### config.mk
export PLATFORM = sky130hd
export DESIGN_NAME = acss_seq
export DESIGN_NICKNAME = d
export VERILOG_FILES = /design/src/design/acss_sdi_rx.v /design/src/design/acss_seq.v
export VERILOG_INCLUDE_DIRS = /design/src /design/src/design
export SDC_FILE = /design/constraint.sdc
export NUM_CORES = 1
export LEC_CHECK = 0
export ABC_AREA = 1
export ABC_CLOCK_PERIOD_IN_PS = 1550
export BUFFER_PORTS_ARGS = -buffer_cell sky130_fd_sc_hd__buf_4
export CELL_PAD_IN_SITES_DETAIL_PLACEMENT = 1
export CELL_PAD_IN_SITES_GLOBAL_PLACEMENT = 1
export CORE_ASPECT_RATIO = 1.75
export CORE_MARGIN = 8
export CORE_UTILIZATION = 40
export DETAILED_ROUTE_END_ITERATION = 6
export HOLD_SLACK_MARGIN = 0.08
export PLACE_DENSITY_LB_ADDON = 0.1
export SLEW_MARGIN = 20
export SYNTH_ARGS = -nofsm -noshare
export SYNTH_HDL_FRONTEND = slang
export SYNTH_SLANG_ARGS = --single-unit
### constraint.sdc
create_clock -name sys_clk_in -period 1.55 [get_ports sys_clk_in]
set_input_delay 0.0775 -clock sys_clk_in [delete_from_list [all_inputs] [get_ports sys_clk_in]]
set_output_delay 0.0775 -clock sys_clk_in [all_outputs]
set_load 0.01 [all_outputs]
### src/design/acss_map.vh
`ifndef ACSS_MAP_VH
`define ACSS_MAP_VH
// configuration word fields
`define ACSS_CFG_CH_HI 14
`define ACSS_CFG_CH_LO 12
`define ACSS_CFG_COM_BIT 11
`define ACSS_CFG_GAIN_HI 9
`define ACSS_CFG_GAIN_LO 7
`define ACSS_CFG_AUXEX_BIT 6
`define ACSS_CFG_SEQ_HI 5
`define ACSS_CFG_SEQ_LO 4
`define ACSS_CFG_TOFF_BIT 3
`define ACSS_CFG_CMS_BIT 1
`define ACSS_CFG_UPD_BIT 15
// gain list words
`define ACSS_GL_WREN_BIT 15
// sequencer modes
`define ACSS_SEQ_OFF 2'h0
`define ACSS_SEQ_UPD 2'h1
`define ACSS_SEQ_ADV 2'h2
`define ACSS_SEQ_BASIC 2'h3
// reset values
`define ACSS_CFG_RESET 16'h3C49
`define ACSS_WORD_BITS 16
// mux select codes: 0..7 inputs, 8 temperature, 9 aux
`define ACSS_SEL_TEMP 4'h8
`define ACSS_SEL_AUX 4'h9
// temperature spacing: 5 us
`define ACSS_TEMP_GAP_NS 5000
`define ACSS_CLK_NS 50
`endif

### src/design/acss_sdi_rx.v
`include "acss_map.vh"
// serial word receiver, link sampled by the system clock
module acss_sdi_rx
(
  // clock
  input wire sys_clk_in,
  input wire rst_n_in,
  input wire clk_en_in,
  // link pins
  input wire sck_in,
  input wire cs_n_in,
  input wire sdi_in,
  // word out
  output reg [15:0] word_out,
  output reg word_valid_out,
  output reg first_bit_out
);
reg [2:0] sck_s;
reg [2:0] cs_s;
reg [2:0] sdi_s;
reg [4:0] cnt;
reg [15:0] shreg;
reg sck_f;
reg cs_f;
reg sdi_f;
always @(posedge sys_clk_in)
begin
  if (!rst_n_in)
  begin
    sck_s <= 3'h0;
    cs_s <= 3'h7;
    sdi_s <= 3'h0;
    sck_f <= 1'b0;
    cs_f <= 1'b1;
    sdi_f <= 1'b0;
    cnt <= 5'h00;
    shreg <= 16'h0000;
    word_out <= 16'h0000;
    word_valid_out <= 1'b0;
    first_bit_out <= 1'b0;
  end
  else if (clk_en_in)
  begin
    sck_s <= {sck_s[1:0], sck_in};
    cs_s <= {cs_s[1:0], cs_n_in};
    sdi_s <= {sdi_s[1:0], sdi_in};
    // change accepted once stages two and three agree
    if (sck_s[1] == sck_s[2])
      sck_f <= sck_s[2];
    if (cs_s[1] == cs_s[2])
      cs_f <= cs_s[2];
    if (sdi_s[1] == sdi_s[2])
      sdi_f <= sdi_s[2];
    word_valid_out <= 1'b0;
    if (cs_f)
      cnt <= 5'h00;
    else if (sck_s[1] == sck_s[2] && sck_s[2] && !sck_f)
    begin
      // bits past the sixteenth are ignored
      if (cnt < `ACSS_WORD_BITS)
      begin
        shreg <= {shreg[14:0], sdi_f};
        cnt <= cnt + 5'h01;
        if (cnt == 5'h00)
          first_bit_out <= sdi_f;
        if (cnt == 5'h0F)
        begin
          word_out <= {shreg[14:0], sdi_f};
          word_valid_out <= 1'b1;
        end
      end
    end
  end
end
endmodule // acss_sdi_rx

### src/design/acss_seq.v
`include "acss_map.vh"
// What this block does
// - after last measurement, wrap to channel or pair zero; repeat until disabled or down
// - sequencing pairs always take even input positive, odd negative
// - sequencer off, channel field sets pair polarity
// - aux excluded and temperature off: inputs only, up to last channel
// - pairs formed from last channel; 110 or 111 scans all four pairs
// - aux exclude zero appends one aux pair conversion per loop
// - temperature off low appends a temperature conversion
// - with both appended: inputs, then temperature, then aux
// - temperature results are straight binary
// - last conversion on leaving the sequencer by a mode 00 write is flagged invalid; power down leaves unflagged
// - mode 11 basic, 01 update during sequence, 10 advanced gains
// - configuration updates take effect through a two-deep delay
// - basic scan begins on second conversion after the enabling latch
// - update mode applies at n+2; last channel or common change restarts
// - advanced mode expects gain list words, each at its own conversion
// - only the first 16 bits of a transfer are latched
// - channel zero gain from configuration word; pairs need only first list
// - first list bit15 loads or returns; gains at 10:8, 6:4, 2:0
// - second list bit15 loads or returns; gains at 14:12 .. 2:0
module acss_seq
(
  // clock and control
  input wire sys_clk_in,
  input wire rst_n_in,
  input wire clk_en_in,
  input wire power_down_input_in,
  // serial link
  input wire sck_in,
  input wire cs_n_in,
  input wire sdi_in,
  // end of conversion from the converter core
  input wire eoc_in,
  // mux and front end
  output reg [3:0] sel_out,
  output reg [2:0] pos_ch_out,
  output reg [2:0] neg_ch_out,
  output reg to_com_out,
  output reg [2:0] gain_range_setting_out,
  output reg conversion_mode_select_out,
  output reg straight_binary_out,
  output reg result_invalid_out,
  output reg seq_active_out
);
localparam ST_IDLE = 2'h0;
localparam ST_RUN = 2'h1;
localparam ST_GL0 = 2'h2;
localparam ST_GL1 = 2'h3;

wire [15:0] rx_word;
wire rx_valid;
wire rx_first;
reg [15:0] pend;
reg pend_v;
reg [15:0] stage;
reg stage_v;
reg [15:0] cfg;
reg [15:0] gain_list_first;
reg [15:0] gain_list_second;
reg [1:0] state;
reg [3:0] pos;
reg [1:0] start_dly;

acss_sdi_rx u_rx
(
  .sys_clk_in(sys_clk_in),
  .rst_n_in(rst_n_in),
  .clk_en_in(clk_en_in),
  .sck_in(sck_in),
  .cs_n_in(cs_n_in),
  .sdi_in(sdi_in),
  .word_out(rx_word),
  .word_valid_out(rx_valid),
  .first_bit_out(rx_first)
);

////////////////////////////////////////////////////////////////////////////////
// decoders

function [3:0] fn_last_pos;
  input [15:0] w;
  begin
    if (w[`ACSS_CFG_COM_BIT])
      fn_last_pos = {1'b0, w[`ACSS_CFG_CH_HI:`ACSS_CFG_CH_LO]};
    else
      fn_last_pos = {2'b00, w[`ACSS_CFG_CH_HI:`ACSS_CFG_CH_LO+1]};
  end
endfunction

function [3:0] fn_next;
  input [15:0] w;
  input [3:0] p;
  reg [3:0] lp;
  begin
    lp = fn_last_pos(w);
    if (p < 4'h8 && p < lp)
      fn_next = p + 4'h1;
    else if (p < 4'h8 && !w[`ACSS_CFG_TOFF_BIT])
      fn_next = `ACSS_SEL_TEMP;
    else if (p < 4'h9 && !w[`ACSS_CFG_AUXEX_BIT])
      fn_next = `ACSS_SEL_AUX;
    else
      fn_next = 4'h0;
  end
endfunction

function [2:0] fn_gain;
  input [15:0] w;
  input [15:0] g0;
  input [15:0] g1;
  input [3:0] p;
  input adv;
  begin
    fn_gain = w[`ACSS_CFG_GAIN_HI:`ACSS_CFG_GAIN_LO];
    if (adv && p != 4'h0 && p < 4'h8)
    begin
      case (p)
        4'h1: fn_gain = g0[10:8];
        4'h2: fn_gain = g0[6:4];
        4'h3: fn_gain = g0[2:0];
        4'h4: fn_gain = g1[14:12];
        4'h5: fn_gain = g1[10:8];
        4'h6: fn_gain = g1[6:4];
        default: fn_gain = g1[2:0];
      endcase
    end
  end
endfunction

wire [1:0] mode = cfg[`ACSS_CFG_SEQ_HI:`ACSS_CFG_SEQ_LO];
wire [1:0] new_mode = stage[`ACSS_CFG_SEQ_HI:`ACSS_CFG_SEQ_LO];
wire restart_chg = (stage[`ACSS_CFG_CH_HI:`ACSS_CFG_CH_LO] !=
  cfg[`ACSS_CFG_CH_HI:`ACSS_CFG_CH_LO]) ||
  (stage[`ACSS_CFG_COM_BIT] != cfg[`ACSS_CFG_COM_BIT]);
wire gl_needed1 = cfg[`ACSS_CFG_COM_BIT] && (fn_last_pos(cfg) > 4'h3);

////////////////////////////////////////////////////////////////////////////////
// word pipeline and sequencer

always @(posedge sys_clk_in)
begin
  if (!rst_n_in)
  begin
    pend <= 16'h0000;
    pend_v <= 1'b0;
    stage <= `ACSS_CFG_RESET;
    stage_v <= 1'b0;
    cfg <= `ACSS_CFG_RESET;
    gain_list_first <= 16'h0000;
    gain_list_second <= 16'h0000;
    state <= ST_IDLE;
    pos <= 4'h0;
    start_dly <= 2'h0;
    result_invalid_out <= 1'b0;
  end
  else if (clk_en_in)
  begin
    if (rx_valid)
    begin
      // while running, a low first bit means readback only
      if (state == ST_IDLE || rx_first || state == ST_GL0 || state == ST_GL1)
      begin
        pend <= rx_word;
        pend_v <= 1'b1;
      end
    end
    if (power_down_input_in)
    begin
      state <= ST_IDLE;
      pos <= 4'h0;
      start_dly <= 2'h0;
      stage_v <= 1'b0;
      pend_v <= 1'b0;
      cfg[`ACSS_CFG_SEQ_HI:`ACSS_CFG_SEQ_LO] <= `ACSS_SEQ_OFF;
    end
    else if (eoc_in)
    begin
      // two-deep: word caught at one eoc, applied at the next
      stage <= pend;
      stage_v <= pend_v;
      pend_v <= 1'b0;
      result_invalid_out <= 1'b0;
      if (start_dly != 2'h0)
        start_dly <= start_dly - 2'h1;
      else if (state == ST_RUN)
        pos <= fn_next(cfg, pos);
      if (stage_v)
      begin
        case (state)
          ST_GL0:
          begin
            if (stage[`ACSS_GL_WREN_BIT])
              state <= ST_IDLE;
            else
            begin
              gain_list_first <= stage;
              state <= gl_needed1 ? ST_GL1 : ST_RUN;
              pos <= 4'h0;
            end
          end
          ST_GL1:
          begin
            if (stage[`ACSS_GL_WREN_BIT])
              state <= ST_IDLE;
            else
            begin
              gain_list_second <= stage;
              state <= ST_RUN;
              pos <= 4'h0;
            end
          end
          default:
          begin
            if (state == ST_RUN && new_mode == `ACSS_SEQ_UPD && mode != `ACSS_SEQ_OFF)
            begin
              cfg <= {stage[15:6], mode, stage[3:0]};
              if (restart_chg)
                pos <= 4'h0;
            end
            else
            begin
              cfg <= stage;
              pos <= 4'h0;
              case (new_mode)
                `ACSS_SEQ_BASIC:
                begin
                  state <= ST_RUN;
                  start_dly <= 2'h1;
                end
                `ACSS_SEQ_ADV: state <= ST_GL0;
                `ACSS_SEQ_UPD: state <= ST_RUN;
                default:
                begin
                  if (state == ST_RUN)
                    result_invalid_out <= 1'b1;
                  state <= ST_IDLE;
                end
              endcase
            end
          end
        endcase
      end
    end
  end
end

////////////////////////////////////////////////////////////////////////////////
// mux outputs

wire running = (state == ST_RUN) && (start_dly == 2'h0);
wire adv_mode = (mode == `ACSS_SEQ_ADV);
wire [2:0] ch = cfg[`ACSS_CFG_CH_HI:`ACSS_CFG_CH_LO];
always @(posedge sys_clk_in)
begin
  if (!rst_n_in)
  begin
    sel_out <= 4'h0;
    pos_ch_out <= 3'h0;
    neg_ch_out <= 3'h1;
    to_com_out <= 1'b0;
    gain_range_setting_out <= 3'h0;
    conversion_mode_select_out <= 1'b1;
    straight_binary_out <= 1'b0;
    seq_active_out <= 1'b0;
  end
  else if (clk_en_in)
  begin
    seq_active_out <= running;
    conversion_mode_select_out <= cfg[`ACSS_CFG_CMS_BIT];
    to_com_out <= cfg[`ACSS_CFG_COM_BIT];
    if (running)
    begin
      sel_out <= pos;
      straight_binary_out <= (pos == `ACSS_SEL_TEMP);
      gain_range_setting_out <= fn_gain(cfg, gain_list_first, gain_list_second,
        pos, adv_mode);
      if (cfg[`ACSS_CFG_COM_BIT])
      begin
        pos_ch_out <= pos[2:0];
        neg_ch_out <= pos[2:0];
      end
      else
      begin
        pos_ch_out <= {pos[1:0], 1'b0};
        neg_ch_out <= {pos[1:0], 1'b1};
      end
    end
    else
    begin
      sel_out <= {1'b0, ch};
      straight_binary_out <= 1'b0;
      gain_range_setting_out <= cfg[`ACSS_CFG_GAIN_HI:`ACSS_CFG_GAIN_LO];
      pos_ch_out <= ch;
      if (cfg[`ACSS_CFG_COM_BIT])
        neg_ch_out <= ch;
      else
        neg_ch_out <= {ch[2:1], ~ch[0]};
    end
  end
end
endmodule // acss_seq

# ---- After elaboration in Yosys (flattened, before gate mapping)
# Cells that the tools add are included.
# Widths: inputs -> output; s select.
dict set report classes {
  n_mux 68
  add_sub_neg 3
  n_lt_le_gt_ge 5
  bitwise 5
  reduce_logical 49
  n_eq_ne 23
}
# operator count
set ops {}
lappend ops {{$mux 4} 19}
lappend ops {{$mux 2} 14}
lappend ops {{$mux 6} 4}
lappend ops {{$mux 3} 7}
lappend ops {{$reduce_and 5->1} 4}
lappend ops {{$mux 1} 18}
lappend ops {{$pmux 3 s6} 1}
lappend ops {{$mux 5} 3}
lappend ops {{$eq 4x3->1 const B} 3}
lappend ops {{$reduce_and 3->1} 4}
lappend ops {{$reduce_and 6->1} 2}
lappend ops {{$reduce_bool 2->1} 6}
lappend ops {{$logic_and 1x1->1} 11}
lappend ops {{$eq 2x2->1 const B} 5}
lappend ops {{$eq 4x2->1 const B} 2}
lappend ops {{$lt 4x4->1 const B} 2}
lappend ops {{$pmux 2 s2} 2}
lappend ops {{$reduce_and 2->1} 4}
lappend ops {{$reduce_and 4->1} 2}
lappend ops {{$reduce_bool 3->1} 2}
lappend ops {{$add 5x1->5 const B} 1}
lappend ops {{$eq 5x4->1 const B} 1}
lappend ops {{$logic_not 5->1} 1}
lappend ops {{$lt 5x5->1 const B} 1}
lappend ops {{20 further kinds} 34}
dict set report totals {
  output_inout_bits 18
  word_cells 184
  ff_bits 151
}

# ---- Longest topological paths before layout
# Gate-level depths: netlist of run 1.
dict set report depth {
  word_depth 18
  mapped_depth 13
}

# ---- Hierarchy
# A second synthesis of run 1 with hierarchy kept.
dict set report unflattened {
  cells_unflattened 800
  hier_area_um2 5993.2
}
# mod seq_area_each_um2 cells_per_inst instances area_each_um2
set by_module_without_submodules {}
lappend by_module_without_submodules {acss_seq 1821.7 553 1 4086.4}
lappend by_module_without_submodules {acss_sdi_rx 1001.0 247 1 1906.8}

# ---- Least setup slack after synthesis of run 1
# Ideal clock, no wire load.
dict set report synth_path {
  kind {flip-flop to flip-flop}
  start {register pos[0]}
  end {register gain_range_setting_out[0]}
  required_ps 1479
  n_path_buf 0
  arrival_time_ps 1384
  stages_incl_launch_ff 10
  period_less_slack_ps 1455
  setup_slack_ps 95
  setup_ps 71
  path_cell_list {dfxtp_1 -> inv_1 -> ha_1 -> nand3_1 -> nand2_1 -> nor2_1 -> nand2_1 -> nand3_1 -> nand2_1 -> a21oi_1}
}
dict set report synth_via {
  elab_chain_cells 5
}
# element line_no
set synth_rtl {}
lappend synth_rtl {{from (decl)} acss_seq.v:62} ;# reg [3:0] pos;
lappend synth_rtl {{from (signal assigned)} acss_seq.v:187} ;# pos <= fn_next(cfg, pos);
lappend synth_rtl {{branches (longest 3 deep; another with $lt 4x4->1)} n/a}
lappend synth_rtl {{$mux 3 (*)} acss_seq.v:116} ;# if (adv && p != 4'h0 && p < 4'h8)
lappend synth_rtl {{$mux 3 (*)} acss_seq.v:272} ;# if (running)
lappend synth_rtl {{to (signal assigned)} acss_seq.v:276} ;# gain_range_setting_out <= fn_gain(cfg, gain_list_first, gain_list_second,
lappend synth_rtl {{to (signal assigned)} acss_seq.v:293} ;# gain_range_setting_out <= cfg[`ACSS_CFG_GAIN_HI:`ACSS_CFG_GAIN_LO];
lappend synth_rtl {{to (decl)} acss_seq.v:40} ;# output reg [2:0] gain_range_setting_out,
# Every way passes the cells marked *.
# A chain may end at the register's enable or synchronous reset.

# ---- Worst setup path after layout of run 1
dict set report layout_path {
  start {register pos[2]}
  end {register pos[0]}
}
dict set report layout_via {
  elab_chain_cells 13
}
# element line_no
set layout_rtl {}
lappend layout_rtl {{$lt 4x4->1} acss_seq.v:101} ;# else if (p < 4'h9 && !w[`ACSS_CFG_AUXEX_BIT])
lappend layout_rtl {{$logic_and 1x1->1} acss_seq.v:101}
lappend layout_rtl {{$mux 4} acss_seq.v:101}
lappend layout_rtl {{$mux 4} acss_seq.v:99} ;# else if (p < 4'h8 && !w[`ACSS_CFG_TOFF_BIT])
lappend layout_rtl {{$mux 4 (*)} acss_seq.v:97} ;# if (p < 4'h8 && p < lp)
lappend layout_rtl {{$mux 4 (*)} acss_seq.v:186} ;# else if (state == ST_RUN)
lappend layout_rtl {{$mux 4 (*)} acss_seq.v:184} ;# if (start_dly != 2'h0)
lappend layout_rtl {{$mux 4} acss_seq.v:218} ;# if (restart_chg)
lappend layout_rtl {{$mux 4} acss_seq.v:215} ;# if (state == ST_RUN && new_mode == `ACSS_SEQ_UPD && mode != `ACSS_SEQ_OFF)
lappend layout_rtl {{$mux 4} n/a}
lappend layout_rtl {{$mux 4 (*)} acss_seq.v:188} ;# if (stage_v)
lappend layout_rtl {{$mux 4 (*)} acss_seq.v:177} ;# else if (eoc_in)
lappend layout_rtl {{$mux 4 (*)} acss_seq.v:168} ;# if (power_down_input_in)
# Every way passes the cells marked *; elsewhere a longest branch is shown, timed or not. The select of a mux whose other input is x is not followed.

==> out/results.txt, run 1 <==
Global route overflow: 0
Slew margin rel.: 0.780
Status: completed
Total core area: 0.0148 sq mm
#FFs+latches synth: 141
I/O pins: 26
CP Class: register to register
TritonCTS clock tree: done
# H-tree levels: 4
Worst setup SP type: register
CP Capture Type: register
Syn Inst Count: 767
Average wire per standard cell: 16.7 um
Number of clock sinks: 141
Final min period: 1520 ps
RD Place Congestion: 0.901
Fraction of layout cells with a size suffix above 1: 0.244
All-Layer GR Usage: 0.184
Routed vias/inst: 5.17
Final wirelength: 17.3 mm
Highest fanout seen on the critical path: 5
Worst-skew pair later-pin latency: 410 ps
Syn_nets: 785
Antenna violations before repair: 0
Sequential element share of the synthesized area: 0.473
Post-route clock period utilization: 0.984
Min Hold Slack: 89.4 ps
FF-to-FF setup slack: 30 ps
Die Wd: 108 um
Syn Std Cell Area: 0.00596 sq mm
Iteration-0 DRC count of the detailed router: 165
Worst-path clk slew: 60 ps
Post-synth top area share: 0.473
Layout area overhead: 28.5%
Fmax: 656 MHz
First-pass DRT Iterations: 4
Family with the most delay on the worst path: simple AND/OR/NAND/NOR gates
Setup TNS: 0 ps
Die Ht: 178 um
Max Slew Vio Count: 0
Placed wire-length estimate: 12.3 mm
Maximum VDD drop: 0.709 mV
CP max stage delay: 360 ps
Clock buffer depth: 2
Min-delay worst type: input pin to register
Die Footprint: 0.0192 sq mm
Detail Route Antenna Nets: 0
Max_cap viols: 0
Power per cell area: 1110 mW/mm^2
Worst slew pin tran: 330 ps
Hold Vio Cnt, Final: 0
Clk_skew: 9.26 ps
Critical path depth: 9
Num rows: 59
Synth area leader: dfxtp_1
First-pass GRT wire length: 27.8 mm
Synth area leaders: dfxtp_1 47%, o21ai_0 7.6%, a21oi_1 7.3%, nand2_1 7.1%, nor2_1 6.0%
Data required time of the critical path: 1890 ps
RSZ-0062 raised after global routing: true
Initial Util: 0.404
Largest net degree at the start of global routing: 70
CP max stage cell: dfxtp_1
Via Count: 5357
Reg2Reg Depth: 9
Ys Warns: 0
Critical-path cell list: buf_4 -> ha_1 -> nor2_1 -> nand2_4 -> nand2_2 -> nand3_2 -> nand2_2 -> nand2_2 -> a21oi_2
Setup violators final: 0
Port Buffers: 25
Number of diodes: 0
Most frequent cells in the layout: 130 x dfxtp_1, 105 x nand2_1, 90 x nor2_1, 81 x a21oi_1, 78 x buf_4
Commonest non-fill, non-tap cell in the layout: dfxtp_1
Static leakage: 3.03 nW
Synth cell types: 38
Num CTS Buffers: 17
Final nets: 860
CP Data Arrival Time: 1870 ps
Final Core Density: 0.519
DRC: 0
Root Driver: clkbuf_16
Hold Crit Depth: 4
CP bufs+invs: 1
Most used cell, CP: nand2_2
Syn avg cell area: 7.77 sq um
Vias in the first global route: 5663
[worst register-to-register path, stage by stage, from the launching register on]
cell	delay (ps)
dfxtp_1	360
buf_4	170
ha_1	180
nor2_1	260
nand2_4	110
nand2_2	80
nand3_2	60
nand2_2	60
nand2_2	50
a21oi_2	120
[sequential cells by signal, summed over array words and instances (netlist names), 2 cells and up]
| signal | cells |
|---|---|
| pend | 16 |
| u_rx.word_out | 16 |
| u_rx.sdi_s | 3 |
| state | 2 |
| sel_out | 4 |
| pos_ch_out | 3 |
| gain_list_second | 12 |
| pos | 4 |
| u_rx.cs_s | 3 |
| u_rx.sck_s | 3 |
| u_rx.shreg | 15 |
| gain_range_setting_out | 3 |
| gain_list_first | 9 |
| u_rx.cnt | 5 |
| cfg | 12 |
| start_dly | 2 |
| stage | 16 |
[path summary, 6_finish.rpt]
kind	to	startpoint
worst max-delay path	pos[0]$_SDFFE_PN0P_	pos[2]$_SDFFE_PN0P_
worst min-delay path	state[1]$_SDFFE_PN0P_	power_down_input_in
worst max register to register	pos[0]$_SDFFE_PN0P_	pos[2]$_SDFFE_PN0P_
worst min register to register	u_rx.first_bit_out$_SDFFE_PN0P_	u_rx.first_bit_out$_SDFFE_PN0P_
[logic make-up after synthesis]
family / after synthesis / share of synthesized area
buffers and inverters: 116 / 0.0848
XOR/XNOR: 5 / 0.00734
AND/OR/NAND/NOR: 286 / 0.215
flip-flops: 141 / 0.473
AO/OA/AOI/OAI: 209 / 0.199
adder cells (fa/ha/maj): 10 / 0.0210
[stage by stage]
stage / instance area (sq um) / std cells / setup WS, ps / power (W)
final: 7660 / 1036 / 25.4 / 0.00850
after floorplan: 5960 / 767 / 95.3 / 0.00407
after detailed placement: 6640 / 989 / -111 / 0.00425
after global placement: 6640 / 989 / -91.0 / 0.00424
after CTS: 7410 / 1027 / 1.20 / 0.00857
after global routing: 7660 / 1036 / -80.9 / 0.00877
[metal layers]
metal	up-vias	track usage	part of all wire
li1	2692	-	-
met1	2568	0.184	0.38
met2	62	0.348	0.56
met3	35	0.0313	0.019
met4	0	0.0941	0.039
met5	-	0	0
[report_power, final]
part | internal [W] | switching (W)
combinational | 0.000175 | 0.000297
clock | 0.00269 | 0.00161
sequential | 0.00369 | 0.0000456
[final cells by class]
class	count	area, sq um
clock buffer	17	425
sequential	141	2840
fill	1779	7110
multi-input combinational	511	2840
clock inverter	13	191
inverter	74	285
timing repair buffer	97	845
tap	183	229
[synth_stat cells (all sizes together)]
master	n
a211oi	10
nand3	43
o32ai	1
nor2	101
inv	74
dfxtp	141
o211ai	10
o22ai	1
xor2	5
o21ai	91
or2	3
buf	19
o221ai	1
a21oi	90
clkbuf	23
nand4	6
nor4	3
o2111a	3
a32oi	1
o21bai	1
nor3	12
ha	10
nand2	118
[timing repair]
action                     in CTS  in global routing
gates resized for setup        27                 65
cloned                          0                  2
hold buffers                    6                  0
buffers inserted                2                  7
setup endpoints to repair      22                 42
hold endpoints to repair       16                  0
pin swaps                       7                 18
(Power assumes the default switching activity.)
==> run 2: changes to the inputs <==
--- a/config.mk
+++ b/config.mk
@@ -16,2 +16,3 @@
 export CORE_UTILIZATION = 40
+export CTS_BUF_LIST = sky130_fd_sc_hd__clkbuf_8
 export DETAILED_ROUTE_END_ITERATION = 6
--- a/constraint.sdc
+++ b/constraint.sdc
@@ -3,2 +3,2 @@
 set_output_delay 0.0775 -clock sys_clk_in [all_outputs]
-set_load 0.01 [all_outputs]
+set_load 0.1 [all_outputs]
==> run 2 against run 1 <==
Effect of this change: via count increased by 0.84%; setup slack got worse by 5.5 ps; critical path depth decreased by 1; critical endpoint is now gain_range_setting_out[2]$_SDFFE_PN0P_; largest cell class unchanged; highest routed layer unchanged.
==> out/results.txt, run 2 (same netlist as run 1, synthesis figures left out) <==
Status: completed
Final wirelength: 17.4 mm
CP max stage cell: dfxtp_1
Port Buffers: 25
CP Class: register to register
Sink of the worst hold path: u_rx.cs_s[0]$_SDFFE_PN1P_
Final nets: 866
Via Count: 5402
Clk pwr share: 0.425
Average wire per standard cell: 16.7 um
Worst setup SP type: register
Seq pwr share: 0.494
Num CTS Buffers: 17
Hold Crit Start: cs_n_in
Highest fanout seen on the critical path: 6
Power per cell area: 1000 mW/mm^2
Largest regs: pend: 16 flops, stage: 16 flops, u_rx.word_out: 16 flops
# H-tree levels: 4
Commonest non-fill, non-tap cell in the layout: dfxtp_1
Psw: 0.00193 W
Combinational power share: 0.081
Post-Place Worst Slack: -111 ps
Antenna violations before repair: 0
Setup violators final: 0
Min Hold Slack: 410 ps
DRC: 0
CP bufs+invs: 2
All-Layer GR Usage: 0.183
Global route overflow: 0
Family with the most delay on the worst path: compound AO/OA/AOI/OAI gates
CP Capture Type: register
Root Driver: clkbuf_8
Total core area: 0.0148 sq mm
Clock buffer depth: 2
Num rows: 59
Reg2Reg Depth: 8
First-pass DRT Iterations: 4
Placed Cells incl. Taps: 989
Hold Vio Cnt, Final: 0
Setup TNS: 0 ps
TritonCTS clock tree: done
Max Slew Vio Count: 0
Largest net degree at the start of global routing: 70
Die Ht: 178 um
Fmax: 654 MHz
Slew margin rel.: 0.781
Reg2Reg Launch Point: pos[1]$_SDFFE_PN0P_
Iteration-0 DRC count of the detailed router: 189
Worst-path clk slew: 80 ps
RD Place Congestion: 0.901
Internal power component: 0.00561 W
Max_cap viols: 0
CP Data Arrival Time: 1900 ps
Worst-skew pair later-pin latency: 440 ps
Layout area overhead: 25.9%
Number of clock sinks: 141
Routed vias/inst: 5.18
Maximum VDD drop: 0.496 mV
Data required time of the critical path: 1920 ps
Post-route clock period utilization: 0.987
Worst slew pin tran: 328 ps
Min-delay worst type: input pin to register
Most frequent cells in the layout: 131 x dfxtp_1, 109 x nand2_1, 93 x nor2_1, 82 x buf_4, 81 x a21oi_1
Vias in the first global route: 5702
I/O pins: 26
Static leakage: 2.98 nW
Number of diodes: 0
CP max stage delay: 360 ps
Initial Util: 0.404
Final Core Density: 0.509
Die Footprint: 0.0192 sq mm
Final min period: 1530 ps
Worst flop-to-flop path endpoint: gain_range_setting_out[2]$_SDFFE_PN0P_
Hold Crit Depth: 4
FF-to-FF setup slack: 20 ps
Post-Layout Cell Count: 1042
Placed wire-length estimate: 12.3 mm
Clk_skew: 15.7 ps
First-pass GRT wire length: 27.7 mm
Fraction of layout cells with a size suffix above 1: 0.233
Detail Route Antenna Nets: 0
Die Wd: 108 um
Sw Share: 0.256
Final WS setup: 19.9 ps
Critical-path cell list: buf_4 -> ha_4 -> nand3_2 -> buf_4 -> o2111a_1 -> nand3_1 -> nand2_1 -> a21oi_1
Most used cell, CP: buf_4
RSZ-0062 raised after global routing: true
[run 2: cell types whose count changed in the layout (fill, tap and decap cells not counted), moves of 2 or more]
| cell | before | now |
|---|---|---|
| o21ai_0 | 77 | 79 |
| nand2_2 | 8 | 5 |
| nor2_1 | 90 | 93 |
| buf_6 | 7 | 5 |
| buf_4 | 78 | 82 |
| dfxtp_4 | 3 | 1 |
| clkbuf_16 | 17 | 2 |
| nor2_2 | 7 | 4 |
| nand2_1 | 105 | 109 |
| clkbuf_8 | 0 | 17 |
| o21ai_2 | 3 | 1 |
[run 2: tightest hold or removal path: cells and delay by family]
kind / cells / cell delay (ps)
simple gates: 2 / 130
buf+inv: 2 / 620
[run 2: stage by stage]
| step | power, W | area [sq um] |
|---|---|---|
| 4_1_cts | 0.00762 | 7200 |
| 2_1_floorplan | 0.00421 | 5960 |
| 3_3_place_gp | 0.00437 | 6640 |
| 5_1_grt | 0.00782 | 7510 |
| 6_report | 0.00755 | 7510 |
| 3_5_place_dp | 0.00439 | 6640 |
[run 2: repair_timing]
item,in CTS,in global routing
hold buffers,7,0
setup buffers,0,12
gates resized for setup,22,48
gates cloned,0,4
setup endpoints to repair,23,46
pin swaps,1,17
endpoints found under the hold margin,21,0
[run 2: how the worst max path moves through the flow]
| stage | from | end | cells past startpoint |
|---|---|---|---|
| final | pos[1]$_SDFFE_PN0P_ | gain_range_setting_out[2]$_SDFFE_PN0P_ | 8 |
| after global routing | cfg[13]$_SDFFE_PN1P_ | pos[0]$_SDFFE_PN0P_ | 13 |
| after CTS | u_rx.cnt[1]$_SDFFE_PN0P_ | u_rx.word_out[10]$_SDFFE_PN0P_ | 7 |
| after detailed placement | state[1]$_SDFFE_PN0P_ | pend[0]$_SDFFE_PN0P_ | 8 |
| after global placement | state[1]$_SDFFE_PN0P_ | pend[0]$_SDFFE_PN0P_ | 8 |
| after floorplan | pos[0]$_SDFFE_PN0P_ | gain_range_setting_out[0]$_SDFFE_PN0P_ | 9 |
[run 2: power groups by stage]
stage          clock network, W  logic, W  registers [W]
2_1_floorplan                 0  0.000287        0.00392
3_5_place_dp                  0  0.000583        0.00381
6_report                0.00321  0.000607        0.00373
3_3_place_gp                  0  0.000567        0.00381
5_1_grt                 0.00343  0.000658        0.00374
4_1_cts                 0.00330  0.000602        0.00373
[run 2: layout make-up]
class                           instances  area, sq um
Clock inverter                         13          191
Sequential cell                       141         2840
Multi-Input combinational cell        511         2800
Fill cell                            1810         7260
Inverter                               74          283
Timing Repair Buffer                  103          932
Tap cell                              183          229
Clock buffer                           17          234
[run 2: per-layer routing]
metal / share of wire / GRT usage / up-vias
met5: 0 / 0 / -
met4: 0.045 / 0.113 / 0
met3: 0.018 / 0.0265 / 42
met2: 0.56 / 0.344 / 63
met1: 0.38 / 0.181 / 2592
li1: - / - / 2705
